File: config.mk
export PLATFORM = sky130hd
export DESIGN_NAME = vcr_top
export DESIGN_NICKNAME = d
export VERILOG_FILES = /design/src/vcr_pkg.sv /design/src/vcr_fifo.sv /design/src/vcr_reset_seq.sv /design/src/vcr_top.sv
export SDC_FILE = /design/constraint.sdc
export NUM_CORES = 2
export LEC_CHECK = 0
export BUFFER_PORTS_ARGS = -buffer_cell sky130_fd_sc_hd__buf_2
export CELL_PAD_IN_SITES_DETAIL_PLACEMENT = 1
export CELL_PAD_IN_SITES_GLOBAL_PLACEMENT = 2
export CORE_MARGIN = 1.5
export CORE_UTILIZATION = 31
export CTS_BUF_LIST = sky130_fd_sc_hd__clkbuf_16
export DETAILED_ROUTE_END_ITERATION = 8
export GPL_TIMING_DRIVEN = 1
export PLACE_DENSITY = 0.78
export SYNTH_ARGS = -nofsm -noshare
export SYNTH_HDL_FRONTEND = slang
export SYNTH_HIERARCHICAL = 1
export SYNTH_SLANG_ARGS = --single-unit
File: constraint.sdc
create_clock -name clk -period 3.75 [get_ports clk]
set_clock_uncertainty 0.1 [all_clocks]
set_input_delay 0.375 -clock clk [delete_from_list [all_inputs] [get_ports clk]]
set_output_delay 0.375 -clock clk [all_outputs]
set_load 0.005 [all_outputs]
File: src/vcr_pkg.sv
// Shared constants and carrier types of the video core control bank.
// Assumes a 32-bit register bus and a 24-bit pixel word on the video stream.
package vcr_pkg;
   // ----------------------------------------------------------------
   // Register offsets
   // ----------------------------------------------------------------
   localparam logic [11:0] OFS_CORE_CONTROL = 12'h000;
   localparam logic [11:0] OFS_CORE_STATUS = 12'h004;
   localparam logic [11:0] OFS_STREAM_ERROR_FLAGS = 12'h008;
   localparam logic [11:0] OFS_INTERRUPT_ENABLE_MASK = 12'h00c;
   localparam logic [11:0] OFS_CORE_VERSION_ID = 12'h010;
   localparam logic [11:0] OFS_FRAME_COUNT_MONITOR = 12'h014;
   localparam logic [11:0] OFS_LINE_COUNT_MONITOR = 12'h018;
   localparam logic [11:0] OFS_PIXEL_COUNT_MONITOR = 12'h01c;
   localparam logic [11:0] OFS_FRAME_DIMENSIONS = 12'h020;
   localparam logic [11:0] OFS_TEMPORAL_VARIANCE_THRESHOLD = 12'h100;
   localparam logic [11:0] OFS_SPATIAL_VARIANCE_THRESHOLD = 12'h104;
   localparam logic [11:0] OFS_PIXEL_AGE_THRESHOLD = 12'h108;
   localparam logic [11:0] OFS_CANDIDATE_COUNT = 12'h10c;
   localparam logic [11:0] OFS_DEFECT_COUNT = 12'h120;
   // ----------------------------------------------------------------
   // Field positions and reset values
   // ----------------------------------------------------------------
   localparam int CTRL_ENABLE_BIT = 0;
   localparam int CTRL_COMMIT_BIT = 1;
   localparam int CTRL_FSYNC_RESET_BIT = 29;
   localparam int CTRL_IMM_RESET_BIT = 30;
   localparam int CTRL_AUTO_RESET_BIT = 31;
   localparam int ERR_LINE_SHORT_BIT = 0;
   localparam int ERR_LINE_LONG_BIT = 1;
   localparam int ERR_SOF_EARLY_BIT = 2;
   localparam int ERR_SOF_LATE_BIT = 3;
   localparam logic [31:0] CONTROL_RESET = 32'h0000_0002;
   localparam logic [31:0] DIMENSIONS_RESET = 32'h0438_0780;
   localparam logic [31:0] THRESHOLD_RESET = 32'h0000_0000;
   localparam int RESET_HOLD_CYCLES = 32;
   localparam int PIX_W = 24;
   localparam logic [1:0] RESP_OKAY = 2'h0;
   localparam logic [1:0] RESP_SLVERR = 2'h2;
   // ----------------------------------------------------------------
   // Carrier types
   // ----------------------------------------------------------------
   typedef struct packed {
      logic user;
      logic last;
      logic [PIX_W-1:0] data;
   } vcr_beat_type;
   typedef struct packed {
      logic [31:0] dims;
      logic [2:0][31:0] thr;
   } vcr_params_type;
   localparam vcr_params_type PARAMS_RESET = '{dims: DIMENSIONS_RESET,
      thr: {3{THRESHOLD_RESET}}};
endpackage

File: src/vcr_fifo.sv
// Synchronous FIFO with valid and ready on both sides and a flush input.
// Assumes DEPTH is a power of two.
`timescale 1ns/100ps
module vcr_fifo #(
   parameter int WIDTH = 8,
   parameter int DEPTH = 8
) (
   input wire logic clk,
   input wire logic sys_rst,
   input wire logic flush,
   input wire logic [WIDTH-1:0] inData,
   input wire logic inValid,
   output logic inReady,
   output logic [WIDTH-1:0] outData,
   output logic outValid,
   input wire logic outReady
);
   localparam int AW = (DEPTH > 1) ? $clog2(DEPTH) : 1;
   localparam int CW = $clog2(DEPTH + 1);
   typedef struct packed {
      logic [DEPTH-1:0][WIDTH-1:0] mem;
      logic [AW-1:0] wp;
      logic [AW-1:0] rp;
      logic [CW-1:0] cnt;
   } vcr_fifo_state_type;
   vcr_fifo_state_type q_reg, q_next;
   logic push, pop;

   assign inReady = (q_reg.cnt != CW'(DEPTH)) && !flush;
   assign outValid = (q_reg.cnt != '0) && !flush;
   assign outData = q_reg.mem[q_reg.rp];
   assign push = inValid && inReady;
   assign pop = outValid && outReady;

   always_comb begin
      q_next = q_reg;
      if (flush) begin
         q_next.wp = '0;
         q_next.rp = '0;
         q_next.cnt = '0;
      end else begin
         if (push) begin
            q_next.mem[q_reg.wp] = inData;
            q_next.wp = q_reg.wp + 1'b1;
         end
         if (pop) begin
            q_next.rp = q_reg.rp + 1'b1;
         end
         q_next.cnt = q_reg.cnt + CW'(push) - CW'(pop);
      end
   end

   always_ff @(posedge clk) begin
      if (sys_rst) begin
         q_reg <= '0;
      end else begin
         q_reg <= q_next;
      end
   end

   property p_fifo_count;
      @(posedge clk) disable iff (sys_rst)
      (push && !pop && !flush) |=> (q_reg.cnt == $past(q_reg.cnt) + 1'b1);
   endproperty
   a_fifo_count: assert property (p_fifo_count) else $error("fifo count not advanced");
endmodule

File: src/vcr_reset_seq.sv
// Sequencer of the immediate, frame-end and frame-start software resets.
// Assumes the request and frame event inputs are single-cycle pulses.
`timescale 1ns/100ps
module vcr_reset_seq (
   input wire logic clk,
   input wire logic sys_rst,
   input wire logic immHold,
   input wire logic autoReq,
   input wire logic fsyncReq,
   input wire logic frameStart,
   input wire logic frameEnd,
   input wire logic inFrame,
   output logic coreReset,
   output logic resetPending
);
   import vcr_pkg::*;
   typedef enum logic [3:0] {
      SEQ_IDLE = 4'b0001,
      SEQ_WAIT_END = 4'b0010,
      SEQ_WAIT_SOF = 4'b0100,
      SEQ_HOLD = 4'b1000
   } vcr_seq_state_type;
   typedef struct packed {
      vcr_seq_state_type st;
      logic [5:0] cnt;
   } vcr_seq_type;
   vcr_seq_type q_reg, q_next;

   assign coreReset = immHold || (q_reg.st == SEQ_HOLD);
   assign resetPending = (q_reg.st == SEQ_WAIT_END) || (q_reg.st == SEQ_WAIT_SOF);

   always_comb begin
      q_next = q_reg;
      unique case (q_reg.st)
         SEQ_IDLE: begin
            q_next.cnt = '0;
            if (immHold) begin
               q_next.st = SEQ_IDLE;
            end else if (autoReq) begin
               q_next.st = inFrame ? SEQ_WAIT_END : SEQ_HOLD;
            end else if (fsyncReq) begin
               q_next.st = SEQ_WAIT_SOF;
            end
         end
         SEQ_WAIT_END: begin
            if (immHold) begin
               q_next.st = SEQ_IDLE;
            end else if (frameEnd) begin
               q_next.st = SEQ_HOLD;
            end
         end
         SEQ_WAIT_SOF: begin
            if (immHold) begin
               q_next.st = SEQ_IDLE;
            end else if (frameStart || frameEnd) begin
               q_next.st = SEQ_HOLD;
            end
         end
         SEQ_HOLD: begin
            if (q_reg.cnt == 6'(RESET_HOLD_CYCLES - 1)) begin
               q_next.st = SEQ_IDLE;
            end else begin
               q_next.cnt = q_reg.cnt + 6'h01;
            end
         end
         default: begin
            q_next.st = SEQ_IDLE;
         end
      endcase
   end

   always_ff @(posedge clk) begin
      if (sys_rst) begin
         q_reg <= '{st: SEQ_IDLE, cnt: '0};
      end else begin
         q_reg <= q_next;
      end
   end

   property p_hold_len;
      @(posedge clk) disable iff (sys_rst)
      $rose(q_reg.st == SEQ_HOLD) |-> ##31 (q_reg.st == SEQ_HOLD) ##1 (q_reg.st != SEQ_HOLD);
   endproperty
   a_hold_len: assert property (p_hold_len) else $error("hold not 32 cycles");

   property p_auto_wait;
      @(posedge clk) disable iff (sys_rst)
      (q_reg.st == SEQ_IDLE && autoReq && inFrame && !immHold) |=> (q_reg.st == SEQ_WAIT_END);
   endproperty
   a_auto_wait: assert property (p_auto_wait) else $error("auto reset not deferred");

   property p_fsync_wait;
      @(posedge clk) disable iff (sys_rst)
      (q_reg.st == SEQ_WAIT_SOF && !frameStart && !frameEnd && !immHold) |=> (q_reg.st != SEQ_HOLD);
   endproperty
   a_fsync_wait: assert property (p_fsync_wait) else $error("frame reset not deferred");
endmodule

File: src/vcr_top.sv
// Control and status bank of the pixel-correction core with its stream path.
// Assumes an AXI4-Lite master and AXI4-Stream video peers on the same clock.
//
// Overview of operation
// - Software reset restores registers, flushes FIFO, drops stream valid and ready.
// - Writing control bit 30 resets the core at once, even mid-frame.
// - The core stays in reset while the reset flag remains set.
// - After the flag clears, input is resynchronised to the next frame start.
// - Auto reset waits for frame end if requested mid-frame, then holds reset exactly 32 cycles.
// - Frame-synchronised reset waits for the next frame start or frame end on the input.
// - A stalled frame keeps the frame reset pending until frame completes or restarts.
// - Frame size and algorithm parameters are double-buffered.
// - Writes land in shadow copies; frame start copies them to the active set.
// - The copy happens only while the commit enable flag is one.
// - Register writes update only the bytes enabled by s_axi_wstrb; reads return a full 32-bit word.
// - General registers at 0x0000-0x0020, algorithm at 0x0100, defect count 0x0120.
// - Monitors count frames, lines and pixels since the last reset.
// - Error bits flag short and long lines and early and late frame starts.
// - Input ready stays low during initialisation and flushing.
`timescale 1ns/100ps
module vcr_top #(
   parameter logic [31:0] VERSION_ID = 32'h0001_0000, // Arbitrary value.
   parameter int FIFO_DEPTH = 8
) (
   input wire logic clk,
   input wire logic sys_rst,
   input wire logic [11:0] s_axi_awaddr,
   input wire logic s_axi_awvalid,
   output logic s_axi_awready,
   input wire logic [31:0] s_axi_wdata,
   input wire logic [3:0] s_axi_wstrb,
   input wire logic s_axi_wvalid,
   output logic s_axi_wready,
   output logic [1:0] s_axi_bresp,
   output logic s_axi_bvalid,
   input wire logic s_axi_bready,
   input wire logic [11:0] s_axi_araddr,
   input wire logic s_axi_arvalid,
   output logic s_axi_arready,
   output logic [31:0] s_axi_rdata,
   output logic [1:0] s_axi_rresp,
   output logic s_axi_rvalid,
   input wire logic s_axi_rready,
   input wire logic [vcr_pkg::PIX_W-1:0] s_axis_video_tdata,
   input wire logic s_axis_video_tvalid,
   output logic s_axis_video_tready,
   input wire logic s_axis_video_tuser,
   input wire logic s_axis_video_tlast,
   output logic [vcr_pkg::PIX_W-1:0] m_axis_video_tdata,
   output logic m_axis_video_tvalid,
   input wire logic m_axis_video_tready,
   output logic m_axis_video_tuser,
   output logic m_axis_video_tlast,
   output vcr_pkg::vcr_params_type activeParams
);
   import vcr_pkg::*;
   typedef struct packed {
      logic [31:0] ctrl;
      logic [31:0] err;
      logic [31:0] irqMask;
      vcr_params_type sh;
      vcr_params_type ac;
      logic [31:0] frameCnt;
      logic [31:0] lineCnt;
      logic [31:0] pixCnt;
      logic [15:0] colPos;
      logic [15:0] rowPos;
      logic inFrame;
      logic resync;
      logic bvalid;
      logic [1:0] bresp;
      logic rvalid;
      logic [1:0] rresp;
      logic [31:0] rdata;
   } vcr_top_state_type;
   vcr_top_state_type q_reg, q_next;

   // ----------------------------------------------------------------
   // Decoding helpers
   // ----------------------------------------------------------------
   function automatic logic [31:0] mergeStrb(input logic [31:0] old,
         input logic [31:0] data, input logic [3:0] strb);
      logic [31:0] res;
      res = old;
      for (int i = 0; i < 4; i++) begin
         if (strb[i]) begin
            res[8*i +: 8] = data[8*i +: 8];
         end
      end
      return res;
   endfunction

   function automatic logic thrHit(input logic [11:0] addr);
      return (addr == OFS_TEMPORAL_VARIANCE_THRESHOLD) ||
         (addr == OFS_SPATIAL_VARIANCE_THRESHOLD) || (addr == OFS_PIXEL_AGE_THRESHOLD);
   endfunction

   function automatic logic isMapped(input logic [11:0] addr);
      return (addr[11:2] <= OFS_FRAME_DIMENSIONS[11:2]) || thrHit(addr) ||
         (addr[11:2] == OFS_CANDIDATE_COUNT[11:2]) || (addr[11:2] == OFS_DEFECT_COUNT[11:2]);
   endfunction

   // ----------------------------------------------------------------
   // Stream handshake and frame events
   // ----------------------------------------------------------------
   logic coreReset, resetPending, enable, wEn, rEn, ctrlWrite;
   logic autoReq, fsyncReq, inAcc, pass, frameStart, frameEnd;
   logic fifoInReady, fifoOutValid;
   logic [15:0] cols, rows;
   vcr_beat_type inBeat, outBeat;

   assign enable = q_reg.ctrl[CTRL_ENABLE_BIT];
   assign cols = q_reg.ac.dims[15:0];
   assign rows = q_reg.ac.dims[31:16];
   assign wEn = s_axi_awvalid && s_axi_wvalid && !q_reg.bvalid;
   assign rEn = s_axi_arvalid && !q_reg.rvalid;
   assign s_axi_awready = wEn;
   assign s_axi_wready = wEn;
   assign s_axi_arready = rEn;
   assign ctrlWrite = wEn && (s_axi_awaddr[11:2] == OFS_CORE_CONTROL[11:2]) && s_axi_wstrb[3];
   assign autoReq = ctrlWrite && s_axi_wdata[CTRL_AUTO_RESET_BIT];
   assign fsyncReq = ctrlWrite && s_axi_wdata[CTRL_FSYNC_RESET_BIT];

   assign s_axis_video_tready = enable && !coreReset && fifoInReady;
   assign inAcc = s_axis_video_tvalid && s_axis_video_tready;
   assign pass = inAcc && (!q_reg.resync || s_axis_video_tuser);
   assign frameStart = pass && s_axis_video_tuser;
   assign frameEnd = pass && s_axis_video_tlast && (q_reg.rowPos + 16'h0001 == rows);
   assign inBeat = '{user: s_axis_video_tuser, last: s_axis_video_tlast,
      data: s_axis_video_tdata};

   vcr_reset_seq u_reset_seq (
      .clk(clk),
      .sys_rst(sys_rst),
      .immHold(q_reg.ctrl[CTRL_IMM_RESET_BIT]),
      .autoReq(autoReq),
      .fsyncReq(fsyncReq),
      .frameStart(frameStart),
      .frameEnd(frameEnd),
      .inFrame(q_reg.inFrame),
      .coreReset(coreReset),
      .resetPending(resetPending)
   );

   vcr_fifo #(
      .WIDTH($bits(vcr_beat_type)),
      .DEPTH(FIFO_DEPTH)
   ) u_fifo (
      .clk(clk),
      .sys_rst(sys_rst),
      .flush(coreReset),
      .inData(inBeat),
      .inValid(pass),
      .inReady(fifoInReady),
      .outData(outBeat),
      .outValid(fifoOutValid),
      .outReady(m_axis_video_tready && enable && !coreReset)
   );

   assign m_axis_video_tvalid = fifoOutValid && enable && !coreReset;
   assign m_axis_video_tdata = outBeat.data;
   assign m_axis_video_tuser = outBeat.user;
   assign m_axis_video_tlast = outBeat.last;
   assign activeParams = q_reg.ac;
   assign s_axi_bvalid = q_reg.bvalid;
   assign s_axi_bresp = q_reg.bresp;
   assign s_axi_rvalid = q_reg.rvalid;
   assign s_axi_rresp = q_reg.rresp;
   assign s_axi_rdata = q_reg.rdata;

   // ----------------------------------------------------------------
   // Register bank and frame tracking
   // ----------------------------------------------------------------
   always_comb begin
      q_next = q_reg;
      if (coreReset) begin
         q_next.ctrl = CONTROL_RESET;
         q_next.ctrl[CTRL_IMM_RESET_BIT] = q_reg.ctrl[CTRL_IMM_RESET_BIT];
         q_next.err = '0;
         q_next.irqMask = '0;
         q_next.sh = PARAMS_RESET;
         q_next.ac = PARAMS_RESET;
         q_next.frameCnt = '0;
         q_next.lineCnt = '0;
         q_next.pixCnt = '0;
         q_next.colPos = '0;
         q_next.rowPos = '0;
         q_next.inFrame = 1'b0;
         q_next.resync = 1'b1;
      end
      if (q_reg.bvalid && s_axi_bready) begin
         q_next.bvalid = 1'b0;
      end
      if (wEn) begin
         q_next.bvalid = 1'b1;
         q_next.bresp = isMapped(s_axi_awaddr) ? RESP_OKAY : RESP_SLVERR;
         if (s_axi_awaddr[11:2] == OFS_CORE_CONTROL[11:2]) begin
            q_next.ctrl = mergeStrb(q_next.ctrl, s_axi_wdata, s_axi_wstrb);
            q_next.ctrl[CTRL_AUTO_RESET_BIT] = 1'b0;
            q_next.ctrl[CTRL_FSYNC_RESET_BIT] = 1'b0;
         end
         if (s_axi_awaddr[11:2] == OFS_STREAM_ERROR_FLAGS[11:2]) begin
            q_next.err = q_next.err & ~mergeStrb(32'h0000_0000, s_axi_wdata, s_axi_wstrb);
         end
         if (s_axi_awaddr[11:2] == OFS_INTERRUPT_ENABLE_MASK[11:2]) begin
            q_next.irqMask = mergeStrb(q_next.irqMask, s_axi_wdata, s_axi_wstrb);
         end
         if (s_axi_awaddr[11:2] == OFS_FRAME_DIMENSIONS[11:2]) begin
            q_next.sh.dims = mergeStrb(q_next.sh.dims, s_axi_wdata, s_axi_wstrb);
         end
         if (thrHit({s_axi_awaddr[11:2], 2'b00})) begin
            q_next.sh.thr[s_axi_awaddr[3:2]] = mergeStrb(q_next.sh.thr[s_axi_awaddr[3:2]],
               s_axi_wdata, s_axi_wstrb);
         end
      end
      if (!coreReset && pass) begin
         q_next.pixCnt = q_reg.pixCnt + 32'h0000_0001;
         q_next.resync = 1'b0;
         if (s_axis_video_tuser) begin
            q_next.inFrame = 1'b1;
            q_next.rowPos = '0;
            if (q_reg.rowPos != '0 && q_reg.rowPos < rows) begin
               q_next.err[ERR_SOF_EARLY_BIT] = 1'b1;
            end
            if (q_reg.rowPos > rows) begin
               q_next.err[ERR_SOF_LATE_BIT] = 1'b1;
            end
            if (q_reg.ctrl[CTRL_COMMIT_BIT]) begin
               q_next.ac = q_reg.sh;
            end
         end
         if (s_axis_video_tlast) begin
            q_next.colPos = '0;
            q_next.lineCnt = q_reg.lineCnt + 32'h0000_0001;
            q_next.rowPos = (s_axis_video_tuser ? 16'h0000 : q_reg.rowPos) + 16'h0001;
            if (q_reg.colPos + 16'h0001 < cols) begin
               q_next.err[ERR_LINE_SHORT_BIT] = 1'b1;
            end
            if (q_reg.colPos + 16'h0001 > cols) begin
               q_next.err[ERR_LINE_LONG_BIT] = 1'b1;
            end
            if (frameEnd) begin
               q_next.inFrame = 1'b0;
               q_next.frameCnt = q_reg.frameCnt + 32'h0000_0001;
            end
         end else begin
            q_next.colPos = (s_axis_video_tuser ? 16'h0000 : q_reg.colPos) + 16'h0001;
         end
      end
      if (q_reg.rvalid && s_axi_rready) begin
         q_next.rvalid = 1'b0;
      end
      if (rEn) begin
         q_next.rvalid = 1'b1;
         q_next.rresp = isMapped(s_axi_araddr) ? RESP_OKAY : RESP_SLVERR;
         q_next.rdata = 32'h0000_0000;
         unique case ({s_axi_araddr[11:2], 2'b00})
            OFS_CORE_CONTROL: q_next.rdata = q_reg.ctrl;
            OFS_CORE_STATUS: q_next.rdata = {28'h0000000, resetPending, q_reg.resync,
               q_reg.inFrame, coreReset};
            OFS_STREAM_ERROR_FLAGS: q_next.rdata = q_reg.err;
            OFS_INTERRUPT_ENABLE_MASK: q_next.rdata = q_reg.irqMask;
            OFS_CORE_VERSION_ID: q_next.rdata = VERSION_ID;
            OFS_FRAME_COUNT_MONITOR: q_next.rdata = q_reg.frameCnt;
            OFS_LINE_COUNT_MONITOR: q_next.rdata = q_reg.lineCnt;
            OFS_PIXEL_COUNT_MONITOR: q_next.rdata = q_reg.pixCnt;
            OFS_FRAME_DIMENSIONS: q_next.rdata = q_reg.sh.dims;
            OFS_TEMPORAL_VARIANCE_THRESHOLD: q_next.rdata = q_reg.sh.thr[0];
            OFS_SPATIAL_VARIANCE_THRESHOLD: q_next.rdata = q_reg.sh.thr[1];
            OFS_PIXEL_AGE_THRESHOLD: q_next.rdata = q_reg.sh.thr[2];
            default: q_next.rdata = 32'h0000_0000;
         endcase
      end
   end

   always_ff @(posedge clk) begin
      if (sys_rst) begin
         q_reg <= '0;
         q_reg.ctrl <= CONTROL_RESET;
         q_reg.sh <= PARAMS_RESET;
         q_reg.ac <= PARAMS_RESET;
         q_reg.resync <= 1'b1;
      end else begin
         q_reg <= q_next;
      end
   end

   // ----------------------------------------------------------------
   // Checks
   // ----------------------------------------------------------------
   property p_reset_quiet;
      @(posedge clk) disable iff (sys_rst)
      coreReset |-> (!s_axis_video_tready && !m_axis_video_tvalid);
   endproperty
   a_reset_quiet: assert property (p_reset_quiet) else $error("stream active in reset");

   property p_imm_reset;
      @(posedge clk) disable iff (sys_rst)
      (ctrlWrite && s_axi_wdata[CTRL_IMM_RESET_BIT]) |=> coreReset;
   endproperty
   a_imm_reset: assert property (p_imm_reset) else $error("immediate reset missed");

   property p_held;
      @(posedge clk) disable iff (sys_rst)
      q_reg.ctrl[CTRL_IMM_RESET_BIT] |=> (q_reg.pixCnt == '0) && q_reg.resync;
   endproperty
   a_held: assert property (p_held) else $error("reset released while flag set");

   property p_commit;
      @(posedge clk) disable iff (sys_rst)
      (frameStart && q_reg.ctrl[CTRL_COMMIT_BIT] && !coreReset) |=> (q_reg.ac == $past(q_reg.sh));
   endproperty
   a_commit: assert property (p_commit) else $error("shadow not committed");

   property p_no_commit;
      @(posedge clk) disable iff (sys_rst)
      (!q_reg.ctrl[CTRL_COMMIT_BIT] && !coreReset) ##1 !coreReset |-> $stable(q_reg.ac);
   endproperty
   a_no_commit: assert property (p_no_commit) else $error("active set changed");

   property p_line_short;
      @(posedge clk) disable iff (sys_rst)
      (pass && !coreReset && s_axis_video_tlast && !s_axis_video_tuser &&
         (q_reg.colPos + 16'h0001 < cols)) |=> q_reg.err[ERR_LINE_SHORT_BIT];
   endproperty
   a_line_short: assert property (p_line_short) else $error("short line not flagged");

   property p_resync_drop;
      @(posedge clk) disable iff (sys_rst)
      (q_reg.resync && inAcc && !s_axis_video_tuser) |-> !pass;
   endproperty
   a_resync_drop: assert property (p_resync_drop) else $error("beat passed before sync");

   property p_disabled;
      @(posedge clk) disable iff (sys_rst)
      !enable |-> ##[0:1] (!s_axis_video_tready && !m_axis_video_tvalid);
   endproperty
   a_disabled: assert property (p_disabled) else $error("stream active while disabled");
endmodule

-- Word-level counts from Yosys, hierarchy flattened
Index checks and enable logic that the tools add are counted.
- output and inout bits: 197
- flip-flop bits (word level): 748
- bits of input ports: 95
- equal/unequal tests: 39
- bitwise gates (word level): 3
- add/sub/neg operators: 12
- reductions and logical operators: 60
- muxes and demuxes: 90
- order comparisons: 11
- operator list (operator ; count):
    $mux W482 ; 1
    $pmux W32 S12 ; 1
    $mux W8 ; 35
    $mux W258 ; 1
    $mux W128 ; 2
    $mux W224 ; 1
    $mux W32 ; 7
    $bwmux W208 ; 1
    $eq A10 B7 Y1 const B ; 10
    $add A32 B1 Y32 const B ; 3
    $bwmux W96 ; 1
    $mux W96 ; 1
    $bmux W26 S3 ; 1
    $demux W26 S3 ; 1
    $eq A12 B9 Y1 const B ; 6
    $add A16 B1 Y16 const B ; 4
    $bmux W32 S2 ; 1
    $demux W32 S2 ; 1
    $mux W64 ; 1
    $mux W26 ; 2
    $mux W16 ; 3
    $eq A10 B2 Y1 const B ; 4
    $eq A10 B3 Y1 const B ; 4
    $mux W4 ; 10
    other kinds (45) ; 113

-- Longest topological paths before layout
- word-level depth: 14
- depth in mapped cells: 17
- mapped depth without buffers: 16

-- Cells and area by module
Netlist, hierarchy kept.
- modules (own cells, without submodules) (module ; cells each ; instances ; sequential area each (µm²) ; area each (µm²)):
    vcr_top ; 3300 ; 1 ; 10369.9 ; 26360.3
    vcr_fifo ; 904 ; 1 ; 4364.2 ; 10498.8
    vcr_reset_seq ; 69 ; 1 ; 200.2 ; 596.8

-- Worst setup path before layout
OpenSTA, ideal clock, no wires.
- path kind: register to register
- start point: register u_reset_seq/q_reg[7] in the netlist's numbering
- end point: register, netlist name q_reg[162]
- arrival time: 3.323 ns
- period minus slack after synthesis: 3.494 ns
- library setup time: 0.072 ns
- slack: 0.256 ns
- required time: 3.578 ns
- stages on the path, launching flop included: 14
- path through: dfxtp_1 -> nor4b_2 -> or2_2 -> buf_6 -> nor2_1 -> and4b_1 -> nand3_1 -> or4_4 -> a2111oi_4 -> o2111ai_1 -> or2_1 -> buf_2 -> or4_1 -> mux2i_1
- RTL lines (what ; line ; RTL):
    start: declaration ; vcr_reset_seq.sv:27 ; vcr_seq_type q_reg, q_next;
    start signal: assignment ; vcr_reset_seq.sv:74 ; q_reg <= '{st: SEQ_IDLE, cnt: '0};
    start signal: assignment ; vcr_reset_seq.sv:76 ; q_reg <= q_next;

==> impl_metrics.yaml <==
critical_path:
  cp_top_family: "simple AND/OR/NAND/NOR gates"
  crit-reg2reg-launch: "u_reset_seq/q_reg[9]$_SDFFE_PP0P_"
  crit_path_end: "q_reg[158]$_SDFF_PP0_"
  startpoint_type: "flip-flop"
  slowest_stage: "or4_4"
  endpoint_kind: "flip-flop"
  crit_chain: "nor4b_2 -> or2_4 -> nor2_1 -> and4b_1 -> nand3_1 -> or4_4 -> a2111oi_4 -> o2111ai_2 -> or2_4 -> buf_4 -> or3_1 -> o31ai_2"
  cpPeakStageDelay_ps: 560
  crit_start: "u_reset_seq/q_reg[9]$_SDFFE_PP0P_"
  cp_max_fo: 6
  cp.required_ps: 4230
  path_common_cell: "or2_4"
  path_buf_inv: 1
  cp.arrival_ps: 4060
  reg2reg_depth: 12
  setup.worst_path.class: "reg -> reg"
  r2r_setup_slack_ps: 170
  reg2reg_to: "q_reg[158]$_SDFF_PP0_"
  cp.depth: 12
yosys:
  synth-seq-cells: 746
  synth_seq_area_share_pct: 39.9
  netlist_area_mm2: 0.0375
  synthArstFlopShare_pct: 0
  syn_avg_cell_area_um2: 8.77
  synth-main-ff-cell: "dfxtp_1"
  yosys_warnings: 6
  synth_edf_count: 0
  synthCells: 4273
  ys_types: 80
cells_and_area:
  areaGrowthSynthToFinish_pct: 13.5
  largest_register_ffs: 353
  num-nets-final: 4438
  layout-drive-gt1-share_pct: 15.2
  layout_common_cells: "743 x dfxtp_1, 380 x a21oi_1, 379 x nand2_1"
  final_common_cell: "dfxtp_1"
  fillers: 14000
  post-route-util_pct: 35.5
die:
  die_h_um: 351
  pin_count: 292
  rows: 127
  core_mm2: 0.120
  start_util_pct: 31.3
  die_area_mm2: 0.123
  dieWidth_um: 351
flow_run:
  cap_violations: 0
grt:
  grt_pass1_vias: 33200
  antenna_found_initial: 16
  grt_util_all_layers_pct: 22.6
  grt_pass1_wl_mm: 212
  grt-ovfl-total: 0
  grt_max_degree: 184
routing:
  wl_mm: 143
  vias: 32600
  first_iter_violations: 2333
  drc: 0
  viasPerCell: 5.45
  drt-pass1-iter-count: 7
  antenna_left: 0
  avgRoutedWirePerCell_um: 23.9
timing:
  finalHoldViolations: 0
  drv_slew: 0
  finalSetupTns_ps: 0
  rsz0062_at_grt: "no"
  setup_viol: 0
  worst_slew_pin_slew_ps: 1090
  slew_headroom_pct: 26.5
  post-route-min-period_ps: 3580
  period_share_pct: 95.4
  fmaxAchievable_ghz: 0.280
pwr:
  p_leak_uw: 0.0164
  power_density_mw_per_mm2: 407
  ir_drop_v: 0.000381
hold_path:
  hold_depth: 4
  worstHoldPathType: "in -> reg"
clock_network:
  cts_tree: "done"
  cts.sinks: 746
  insertion_delay_ps: 680
  root_buffer: "clkbuf_16"
  clock_path_buffers: 3
  cts_setup_buffers: 0
  cts_buffers: 89
  htreeDepth: 3
  clk_pin_slew_ps: 60
placed_design:
  globalplace.congestion: 0.890
  hpwl_mm: 100
  io_buffers: 289
run_status:
  status: "complete, no violations"
-- power breakdown --
group	leakage [µW]	switching (µW)	internal, µW
Sequential	0.00601	42.6	7960
Clock	0.00148	3650	4850
Combinational	0.00894	520	271
Total	0.0164	4220	13100
-- stage by stage --
stage	hold WS, ps	instances	setup WS, ps	power, µW	instance area [µm²]
after floorplan	312	4274	256	8610	37500
after global placement	318	5779	226	8920	39300
after detailed placement	322	5779	160	8920	39300
after CTS	28.4	5980	117	17500	42500
after global routing	70.0	5980	19.2	17800	42500
final	51.1	5985	173	17300	42500
-- routing by layer --
layer  share of wire (%)  vias up  track usage [%]
li1                    -    15000                -
met5               0.089        -                0
met3                 5.8      277             3.92
met1                  42    16400             28.4
met4                 4.8       20             10.3
met2                  47      930             37.8
-- how the worst min path moves through the flow --
stage / start / end / slack [ps]
final: s_axi_araddr[11] / s_axi_rresp[1]$_SDFFE_PP0P_ / 50
after floorplan: q_reg[460]$_SDFF_PP0_ / q_reg[460]$_SDFF_PP0_ / 310
after detailed placement: q_reg[476]$_SDFF_PP0_ / q_reg[476]$_SDFF_PP0_ / 320
after CTS: s_axi_araddr[11] / s_axi_rresp[1]$_SDFFE_PP0P_ / 30
after global placement: q_reg[482]$_SDFF_PP0_ / q_reg[482]$_SDFF_PP0_ / 320
after global routing: s_axi_wstrb[1] / q_reg[464]$_SDFF_PP0_ / 70
-- cells in the mapped netlist (11+ instances only) --
master	count	area, µm²
a21o_1	11	82.6
a21oi_1	380	1900
a221oi_1	32	280
a22o_1	23	201
a22oi_1	130	976
a311oi_1	32	280
a31oi_1	35	219
and2_1	11	68.8
and3_1	68	425
buf_1	36	135
buf_2	14	70.1
buf_4	172	1290
buf_6	25	282
clkbuf_1	269	1010
dfxtp_1	746	14900
ha_1	49	613
inv_1	68	255
mux2_2	33	372
mux2i_1	250	2500
mux4_2	52	1170
nand2_1	379	1420
nand2b_1	251	1570
nand3_1	78	390
nand3b_1	201	1510
nand4_1	31	194
nor2_1	309	1160
nor2b_1	22	138
nor3_1	77	385
nor3b_1	82	616
nor4_1	21	131
o21ai_0	113	566
o21bai_1	18	135
or3_1	31	194
or4_1	15	113
xnor2_1	29	254
xor2_1	41	359
-- cell families (layout without fill, tap and decap cells) --
| logic type | count (synthesis) | in the layout | synth area share, % |
|---|---|---|---|
| compound gates | 865 | 865 | 14.5 |
| fa+ha+maj | 50 | 50 | 1.69 |
| other cells | 1 | 7 | 0.0100 |
| xor+xnor | 71 | 71 | 1.70 |
| flops | 746 | 746 | 39.9 |
| mux | 335 | 335 | 10.8 |
| simple gates | 1617 | 1617 | 23.2 |
| buf+inv | 588 | 682 | 8.25 |
-- layout make-up --
class	count	area (µm²)	area share, %
inverter	70	263	0.618
clock inverter	76	562	1.32
antenna	5	12.5	0.0294
sequential	746	14900	35.2
multi-input combinational	2940	19500	45.9
timing repair buffer	446	2940	6.91
clock buffer	90	2250	5.30
tap	1612	2020	4.75
-- what timing repair did --
| action | CTS | global route |
|---|---|---|
| resized for setup | 0 | 6 |
| hold endpoints to repair | 101 | 0 |
| endpoints found under the setup margin | 0 | 10 |
| hold buffers | 35 | 0 |
-- worst min-delay path, cell delays in order --
cell     delay (ps)
buf_2            80
nor4_1           50
nor4b_1         130
nor3_1          150
Power figures use the tool's default switching activity.
